### src/inc/sbmd_defs.svh
// Purpose: Constants of the system-board memory decode block.
// Assumes: 24-bit system address, 10 MHz core clock.
// Notes:   Register offsets are byte addresses on the Avalon-MM slave.
`ifndef SBMD_DEFS_SVH
`define SBMD_DEFS_SVH

// Address map limits.
`define SBMD_RAM_LO_BASE   24'h000000
`define SBMD_RAM_LO_LAST   24'h09ffff
`define SBMD_RAM_HI_BASE   24'h100000
`define SBMD_RAM_HI_LAST   24'h15ffff
`define SBMD_RAM_HI_REMAP  20'ha0000
`define SBMD_ROM_TAG_LOW   7'h07
`define SBMD_ROM_TAG_HIGH  7'h7f

// Sense codes as read through pull-ups: grounded line reads 0.
`define SBMD_SENSE_1M_120  4'he
`define SBMD_SENSE_1M_85   4'h6
`define SBMD_SENSE_2M_85   4'h5

// Refresh timing.
`define SBMD_CLK_PERIOD_NS 100
`define SBMD_REFRESH_NS    15000
`define SBMD_REFRESH_CYC   (`SBMD_REFRESH_NS / `SBMD_CLK_PERIOD_NS)
`define SBMD_REFRESH_LVL   5'h1e

// Register offsets.
`define SBMD_OFS_OPT3      4'h0
`define SBMD_OFS_CTRL      4'h4
`define SBMD_OFS_STATUS    4'h8
`define SBMD_OFS_REFCNT    4'hc

// Field positions and reset values.
`define SBMD_OPT3_MEM_EN   0
`define SBMD_CTRL_TYPE1    0
`define SBMD_CTRL_REF_EN   1
`define SBMD_OPT3_RST      1'h1
`define SBMD_TYPE1_RST     1'h0
`define SBMD_REF_EN_RST    1'h1

`endif

### src/inc/sbmd_pkg.sv
// Purpose: Types of the system-board memory decode block.
// Assumes: Included after sbmd_defs.svh where constants are needed.
// Notes:   The decode result travels as one packed struct.
package sbmd_pkg;

  // Installed module kind as decoded from the sense lines.
  typedef enum logic [1:0] {
    SBMD_MOD_NONE   = 2'h0,
    SBMD_MOD_1M_120 = 2'h1,
    SBMD_MOD_1M_85  = 2'h2,
    SBMD_MOD_2M_85  = 2'h3
  } sbmd_mod_t;

  // Result of one address decode.
  typedef struct packed {
    logic        claim;
    logic        ram_sel;
    logic        rom_sel;
    logic        parity_en;
    logic        wait_st;
    logic        rom_hi_byte;
    logic [19:0] ram_off;
    logic [15:0] rom_word;
  } sbmd_dec_t;

endpackage : sbmd_pkg

### src/rtl/sbmd_top.sv
// Purpose: Decodes the system address space into board RAM and ROM,
//          picks wait states, sizes the module and paces refresh.
// Assumes: i_sys_addr and i_sys_req come from logic on i_core_clk;
//          sense lines and setup mode are board pins.
// Notes:   Decode results appear one clock after the request.
//          RAM and ROM selects never overlap; the video, expansion ROM
//          and channel windows are never claimed by this block.
// Behaviour
// - Board RAM begins at address zero.
// - 000000..09FFFF decodes as first 640KB RAM.
// - Expansion ROM window 0C0000..0DFFFF left alone.
// - Board ROM at 0E0000 and FE0000 aliases.
// - Remaining 384KB RAM at 100000..15FFFF.
// - 160000..FDFFFF stays unclaimed for channel memory.
// - Setup mode lets option register disable RAM.
// - No ROM parity; RAM has byte parity.
// - ROM is 16-bit wide, 64K words.
// - First board type: one wait state.
// - 120 ns one wait; 85 ns none.
// - Refresh requested about every 15 us.
// - Sense lines decode three supported module codes.
// - Refresh requests at arbitration level minus two.
`include "sbmd_defs.svh"

module sbmd_top (
  // Clock and reset.
  input  wire logic                    i_core_clk,
  input  wire logic                    i_rst,
  // Avalon-MM register slave.
  input  wire logic [3:0]              i_avs_address,
  input  wire logic                    i_avs_read,
  input  wire logic                    i_avs_write,
  input  wire logic [31:0]             i_avs_writedata,
  input  wire logic [3:0]              i_avs_byteenable,
  output logic [31:0]                  o_avs_readdata,
  output logic                         o_avs_waitrequest,
  // System bus decode.
  input  wire logic                    i_sys_req,
  input  wire logic [23:0]             i_sys_addr,
  output sbmd_pkg::sbmd_dec_t          o_dec,
  // Board pins.
  input  wire logic [3:0]              i_sense,
  input  wire logic                    i_setup_mode,
  // Refresh request towards the arbiter.
  input  wire logic                    i_refresh_gnt,
  output logic                         o_refresh_req,
  output logic [4:0]                   o_refresh_lvl
);
  import sbmd_pkg::*;

  localparam logic [7:0] REFRESH_LAST = 8'(`SBMD_REFRESH_CYC - 1);

  logic [3:0]  sense_sync;
  logic        setup_meta_reg;
  logic        setup_sync_reg;
  logic        mem_en_reg;
  logic        type1_reg;
  logic        ref_en_reg;
  logic [7:0]  ref_cnt_reg;
  logic [15:0] ref_total_reg;
  logic        ref_tick;
  sbmd_mod_t   mod_kind;
  logic        ram_present;
  logic        wait_one;
  logic        in_ram_lo;
  logic        in_ram_hi;
  logic        in_rom;
  sbmd_dec_t   dec_next;
  logic        bus_req;
  logic        bus_take;
  logic        wr_low;
  logic [31:0] rd_next;

  // The setup pin passes two flops before any logic looks at it. It
  // resets low, so no option write can slip through while it settles.
  always_ff @(posedge i_core_clk) begin
    if (i_rst) begin
      setup_meta_reg <= 1'h0;
      setup_sync_reg <= 1'h0;
    end else begin
      setup_meta_reg <= i_setup_mode;
      setup_sync_reg <= setup_meta_reg;
    end
  end

  // Each sense line has a two-flop synchroniser of its own. The flops
  // reset to the pulled-up level, so until real samples arrive the
  // decode sees an empty connector and maps no RAM.
  for (genvar g_line = 0; g_line < 4; g_line++) begin : g_sense_sync
    logic line_meta_reg;
    logic line_sync_reg;

    always_ff @(posedge i_core_clk) begin
      if (i_rst) begin
        line_meta_reg <= 1'h1;
        line_sync_reg <= 1'h1;
      end else begin
        line_meta_reg <= i_sense[g_line];
        line_sync_reg <= line_meta_reg;
      end
    end

    // Only the second flop leaves the loop.
    assign sense_sync[g_line] = line_sync_reg;
  end

  // An open line is pulled high, a grounded one reads low, so the codes
  // below are the inverse of the grounded pattern.
  always_comb begin
    case (sense_sync)
      `SBMD_SENSE_1M_120: mod_kind = SBMD_MOD_1M_120;
      `SBMD_SENSE_1M_85:  mod_kind = SBMD_MOD_1M_85;
      `SBMD_SENSE_2M_85:  mod_kind = SBMD_MOD_2M_85;
      default:            mod_kind = SBMD_MOD_NONE;
    endcase
  end

  // The first board type carries fixed 512KB packages with no usable
  // speed code, so it always maps RAM and always waits one state.
  always_comb begin
    if (type1_reg) begin
      ram_present = 1'h1;
      wait_one    = 1'h1;
    end else begin
      ram_present = (mod_kind != SBMD_MOD_NONE);
      wait_one    = (mod_kind == SBMD_MOD_1M_120);
    end
  end

  // Address windows. Video RAM and expansion ROM windows have no term
  // here at all, so nothing on the board can answer them.
  // Both ROM aliases compare the top seven address bits, 128KB apiece.
  assign in_ram_lo = (i_sys_addr <= `SBMD_RAM_LO_LAST);
  assign in_ram_hi = (i_sys_addr >= `SBMD_RAM_HI_BASE) &&
                     (i_sys_addr <= `SBMD_RAM_HI_LAST);
  assign in_rom    = (i_sys_addr[23:17] == `SBMD_ROM_TAG_LOW) ||
                     (i_sys_addr[23:17] == `SBMD_ROM_TAG_HIGH);

  // Build the decode result for the current request.
  // Fields that do not belong to the selected target stay zero, so a
  // consumer can compare whole words without masking.
  always_comb begin
    dec_next             = '0;
    dec_next.ram_sel     = i_sys_req && mem_en_reg && ram_present &&
                           (in_ram_lo || in_ram_hi);
    dec_next.rom_sel     = i_sys_req && in_rom;
    dec_next.claim       = dec_next.ram_sel || dec_next.rom_sel;
    dec_next.parity_en   = dec_next.ram_sel;
    dec_next.wait_st     = dec_next.ram_sel && wait_one;
    dec_next.rom_hi_byte = dec_next.rom_sel && i_sys_addr[0];
    if (dec_next.rom_sel) begin
      dec_next.rom_word = i_sys_addr[16:1];
    end
    // The upper 384KB folds onto module space just above the first 640KB.
    if (dec_next.ram_sel && in_ram_hi) begin
      dec_next.ram_off = i_sys_addr[19:0] + `SBMD_RAM_HI_REMAP;
    end else if (dec_next.ram_sel) begin
      dec_next.ram_off = i_sys_addr[19:0];
    end
  end

  // Decode output is registered so every output leaves a flop.
  // The price is one clock of decode latency on every access.
  always_ff @(posedge i_core_clk) begin
    if (i_rst) begin
      o_dec <= '0;
    end else begin
      o_dec <= dec_next;
    end
  end

  // Refresh interval counter; a tick every interval while enabled.
  // The count is fixed by the core clock period in the header, so a
  // different clock rate needs the header changed to keep the interval.
  assign ref_tick = ref_en_reg && (ref_cnt_reg == REFRESH_LAST);

  always_ff @(posedge i_core_clk) begin
    if (i_rst) begin
      ref_cnt_reg <= 8'h00;
    end else if (!ref_en_reg || ref_tick) begin
      ref_cnt_reg <= 8'h00;
    end else begin
      ref_cnt_reg <= ref_cnt_reg + 8'h01;
    end
  end

  // Request holds until granted. A new tick in the grant cycle wins,
  // so a due refresh is never dropped; back-to-back ticks merge.
  always_ff @(posedge i_core_clk) begin
    if (i_rst) begin
      o_refresh_req <= 1'h0;
    end else if (ref_tick) begin
      o_refresh_req <= 1'h1;
    end else if (i_refresh_gnt) begin
      o_refresh_req <= 1'h0;
    end
  end

  // Refresh always arbitrates above the interrupt and channel levels.
  // The level is minus two in a five-bit two's complement code.
  always_ff @(posedge i_core_clk) begin
    if (i_rst) begin
      o_refresh_lvl <= `SBMD_REFRESH_LVL;
    end else begin
      o_refresh_lvl <= `SBMD_REFRESH_LVL;
    end
  end

  // Count refreshes actually granted, for software health checks.
  always_ff @(posedge i_core_clk) begin
    if (i_rst) begin
      ref_total_reg <= 16'h0000;
    end else if (o_refresh_req && i_refresh_gnt) begin
      ref_total_reg <= ref_total_reg + 16'h0001;
    end
  end

  // Bus handshake: waitrequest drops for one cycle after a request is
  // seen; the write lands at the edge that ends it, the read data at the edge that starts it.
  // Registering waitrequest costs one wait state per access but keeps
  // the slave's outputs free of combinational paths from the master.
  assign bus_req  = i_avs_read || i_avs_write;
  assign bus_take = bus_req && !o_avs_waitrequest;
  assign wr_low   = bus_take && i_avs_write && i_avs_byteenable[0];

  always_ff @(posedge i_core_clk) begin
    if (i_rst) begin
      o_avs_waitrequest <= 1'h1;
    end else if (bus_req && o_avs_waitrequest) begin
      o_avs_waitrequest <= 1'h0;
    end else begin
      o_avs_waitrequest <= 1'h1;
    end
  end

  // Option register: board memory enable can change only in setup mode;
  // outside it the write completes but is dropped.
  always_ff @(posedge i_core_clk) begin
    if (i_rst) begin
      mem_en_reg <= `SBMD_OPT3_RST;
    end else if (wr_low && setup_sync_reg &&
                 (i_avs_address == `SBMD_OFS_OPT3)) begin
      mem_en_reg <= i_avs_writedata[`SBMD_OPT3_MEM_EN];
    end
  end

  // Control register, board type bit. Software sets it on a first-type
  // board, whose fixed packages drive no sense lines worth reading.
  always_ff @(posedge i_core_clk) begin
    if (i_rst) begin
      type1_reg <= `SBMD_TYPE1_RST;
    end else if (wr_low && (i_avs_address == `SBMD_OFS_CTRL)) begin
      type1_reg <= i_avs_writedata[`SBMD_CTRL_TYPE1];
    end
  end

  // Control register, refresh enable bit. Clearing it stops the interval
  // counter; DRAM contents are lost if it stays clear for long.
  always_ff @(posedge i_core_clk) begin
    if (i_rst) begin
      ref_en_reg <= `SBMD_REF_EN_RST;
    end else if (wr_low && (i_avs_address == `SBMD_OFS_CTRL)) begin
      ref_en_reg <= i_avs_writedata[`SBMD_CTRL_REF_EN];
    end
  end

  // Read multiplexer; unmapped offsets read as zero.
  // Status shows synchronised pins, so a pin change appears two clocks late.
  always_comb begin
    rd_next = 32'h00000000;
    case (i_avs_address)
      `SBMD_OFS_OPT3: begin
        rd_next[`SBMD_OPT3_MEM_EN] = mem_en_reg;
      end
      `SBMD_OFS_CTRL: begin
        rd_next[`SBMD_CTRL_TYPE1]  = type1_reg;
        rd_next[`SBMD_CTRL_REF_EN] = ref_en_reg;
      end
      `SBMD_OFS_STATUS: begin
        rd_next[3:0] = sense_sync;
        rd_next[5:4] = mod_kind;
        rd_next[6]   = wait_one;
        rd_next[7]   = ram_present;
        rd_next[8]   = setup_sync_reg;
        rd_next[9]   = o_refresh_req;
      end
      `SBMD_OFS_REFCNT: begin
        rd_next[15:0] = ref_total_reg;
      end
      default: begin
        rd_next = 32'h00000000;
      end
    endcase
  end

  // Read data is loaded with the waitrequest drop and held after.
  always_ff @(posedge i_core_clk) begin
    if (i_rst) begin
      o_avs_readdata <= 32'h00000000;
    end else if (i_avs_read && o_avs_waitrequest) begin
      o_avs_readdata <= rd_next;
    end
  end

endmodule : sbmd_top

### config.mk
export PLATFORM = sky130hd
export DESIGN_NAME = sbmd_top
export DESIGN_NICKNAME = d
export VERILOG_FILES = /design/src/inc/sbmd_pkg.sv /design/src/rtl/sbmd_top.sv
export VERILOG_INCLUDE_DIRS = /design/src /design/src/inc
export SDC_FILE = /design/constraint.sdc
export NUM_CORES = 1
export LEC_CHECK = 0
export BUFFER_PORTS_ARGS = -buffer_cell sky130_fd_sc_hd__buf_2
export CAP_MARGIN = 25
export CORE_ASPECT_RATIO = 1.4
export CORE_MARGIN = 2
export CORE_UTILIZATION = 47
export DETAILED_ROUTE_END_ITERATION = 8
export PLACE_DENSITY = 0.79
export REMOVE_ABC_BUFFERS = 1
export SLEW_MARGIN = 5
export SYNTH_ARGS = -nofsm -noshare
export SYNTH_HDL_FRONTEND = slang
export SYNTH_SLANG_ARGS = --single-unit
### constraint.sdc
create_clock -name i_core_clk -period 2.3 [get_ports i_core_clk]
set_clock_uncertainty 0.1 [all_clocks]
set_input_delay 0.575 -clock i_core_clk [delete_from_list [all_inputs] [get_ports i_core_clk]]
set_output_delay 0.575 -clock i_core_clk [all_outputs]
set_load 0.005 [all_outputs]
==> out/qor.yml <==
min_path:
  hold_depth: 2
  whs_endpoint: "g_sense_sync[3].line_meta_reg"
  min_from: "i_sense[3]"
  hold_path.class: "input port to flop"
setup_path:
  crit_path_start_kind: "flop"
  cp.required_ns: 2.46
  r2r_start: "ref_total_reg[0]"
  worstSetupEndpointType: "flop"
  worst_r2r_path_depth: 5
  cp.arrival_ns: 2.13
  worstPathMaxFanout: 5
  r2r_end: "ref_total_reg[12]"
  worst-setup-path-type: "flop to flop"
  rrSetupSlack_ns: 0.33
timing:
  layout_setup_ws_ns: 0.332
  grt_setup_unrepaired: "false"
  final-hold-violation-count: 0
  setup-tns-final_ns: 0
  slew_headroom_pct: 63.8
  finalMaxSlewViolations: 0
  hold_slack_ns: 0.288
  period_minus_slack_ns: 1.97
  fin_crit_sh_pct: 85.6
  fmaxAchievable_mhz: 508
  setup_viol: 0
  tightest_slew_ns: 0.542
clock_tree:
  clk_pin_slew_ns: 0.09
  root_buffer: "clkbuf_8"
  clock_latency_ns: 0.36
  cts_max_path_buffers: 2
  cts_setup_buffers: 0
  cts_resized: 0
  cts_hold_buf: 0
  cts_tree: "yes"
  htreeDepth: 3
  cts_buffers: 9
  cts.sinks: 96
floorplan:
  num_io_pins: 156
  dieArea_um2: 8450
  start_util_pct: 49.0
  die_x_um: 78.3
  num_rows: 37
  fp.dieH_um: 108
  core_um2: 7410
route:
  drt_first_pass_iters: 4
  drt_iter0_drc: 69
  drt-wirelength-per-cell_um: 13.5
  drt_wl_total_mm: 7.79
  viasPerCell: 4.98
  drcViolationCount: 0
  num_vias: 2868
  drtAntennaViolNets: 0
yosys:
  yosysSeqAreaShare_pct: 52.9
  yosysMostFrequentCell: "dfxtp_1"
  async_reset_ff_share_pct: 0
  synth_top_area_share_pct: 52.9
  synth_edf_count: 0
  synth_area_leaders: "dfxtp_1 (53%), and2_1 (6.2%), buf_4 (4.5%)"
  yosysWarnings: 0
  syn_area_per_cell_um2: 9.76
  yosys_register_bits: 96
  syn_inst: 372
  synth_area_um2: 3630
  ys.flop_type: "dfxtp_1"
  synth_top_area_cell: "dfxtp_1"
  synthDistinctLibCells: 46
  synth.top_cells.by_count: "dfxtp_1 (96), and2_1 (36), nor2_1 (33), nand3_1 (24), buf_4 (22)"
grt:
  grt_pass1_vias: 2841
  grt_pass1_wl_mm: 12.5
  grt_max_degree: 27
  grt.overflow.total: 0
  antenna_found_initial: 0
  grt_use_total_pct: 19.4
pwr:
  power_density_nw_per_um2: 661
  irDropWorstVdd_v: 0.000502
  p_switching_mw: 0.658
  seq_power_share_pct: 59.4
  leakage_nw: 2.03
  p_int_mw: 2.21
  pwr-share-clk_pct: 34.8
  total_power_mw: 2.87
  swShare_pct: 22.9
  p_comb_share_pct: 5.8
layout:
  antennaDiodeCount: 0
  areaGrowthSynthToFinish_pct: 19.5
  largest_reg_flops: 41
  layout-drive-gt1-share_pct: 28.6
  instances_no_fill: 576
  design_area_um2: 4340
  fin_util_pct: 58.6
  fill_cells: 673
  final_nets: 553
placement:
  dpl.hpwl_mm: 5.93
  finalWeightedCongestion: 0.826
  dp_cells: 560
  placed_cell_area_um2: 4160
  port_buffers: 101
  dp_slack_ns: 0.287
outcome:
  status: "finished, final reports clean"
job:
  maxCapViolCount: 0
## power groups by stage
stage	logic (mW)	clock network, mW	registers, mW
after CTS	0.166	1.02	1.70
final	0.165	1.00	1.70
after global placement	0.160	0	1.74
after floorplan	0.0738	0	1.74
after detailed placement	0.166	0	1.74
after global routing	0.188	1.09	1.71
## per-layer routing
metal  track usage [%]  vias up  part of all wire (%)
met5                 0        -                     0
met4              14.0        0                   3.7
met3              6.26       20                   8.2
met2              32.5      119                    49
met1              20.3     1318                    39
li1                  -     1411                     -
## cells by family after synthesis
logic type               count (synthesis)  share of synthesized area [%]
adder cells (fa/ha/maj)                  4                           1.38
buffers and inverters                   42                           6.75
XOR/XNOR                                18                           4.34
flip-flops                              96                           52.9
other                                    2                          0.207
multiplexers                             9                           2.89
AND/OR/NAND/NOR                        158                           24.2
AO/OA/AOI/OAI                           43                           7.34
## critical path, stage by stage, from the launching register on
cell,delay (ns)
dfxtp_1,0.44
ha_1,0.24
nand3_1,0.18
nor4_2,0.54
a21oi_1,0.14
a31o_2,0.23
## final cells by class
class / count / area (um^2) / area share (%)
clock buffers: 14 / 163 / 3.75
flip-flops and latches: 96 / 1920 / 44.3
well taps: 97 / 121 / 2.80
repair buffers: 106 / 556 / 12.8
multi-input cells: 253 / 1540 / 35.4
clock inverters: 2 / 13.8 / 0.317
inverters: 8 / 30.0 / 0.692
## placed cells by master, fill, tap and decap left out, drive strengths merged, types with 10 or more instances in the layout
cell	n
nand2	19
clkbuf	14
dfxtp	96
xor2	10
a21oi	18
and2	36
buf	106
conb	21
nand3	25
nor2	33
## worst max path at each step
stage                     startpoint                end  slack [ns]  cells past startpoint
floorplan             i_sys_addr[22]          o_dec[41]        0.37                      4
global placement       i_refresh_gnt  ref_total_reg[15]        0.32                      5
detailed placement     i_refresh_gnt  ref_total_reg[12]        0.29                      5
CTS                 ref_total_reg[0]  ref_total_reg[12]        0.34                      5
global route        ref_total_reg[0]  ref_total_reg[12]        0.23                      5
finish              ref_total_reg[0]  ref_total_reg[12]        0.33                      5
Power figures use the tool's default switching activity.
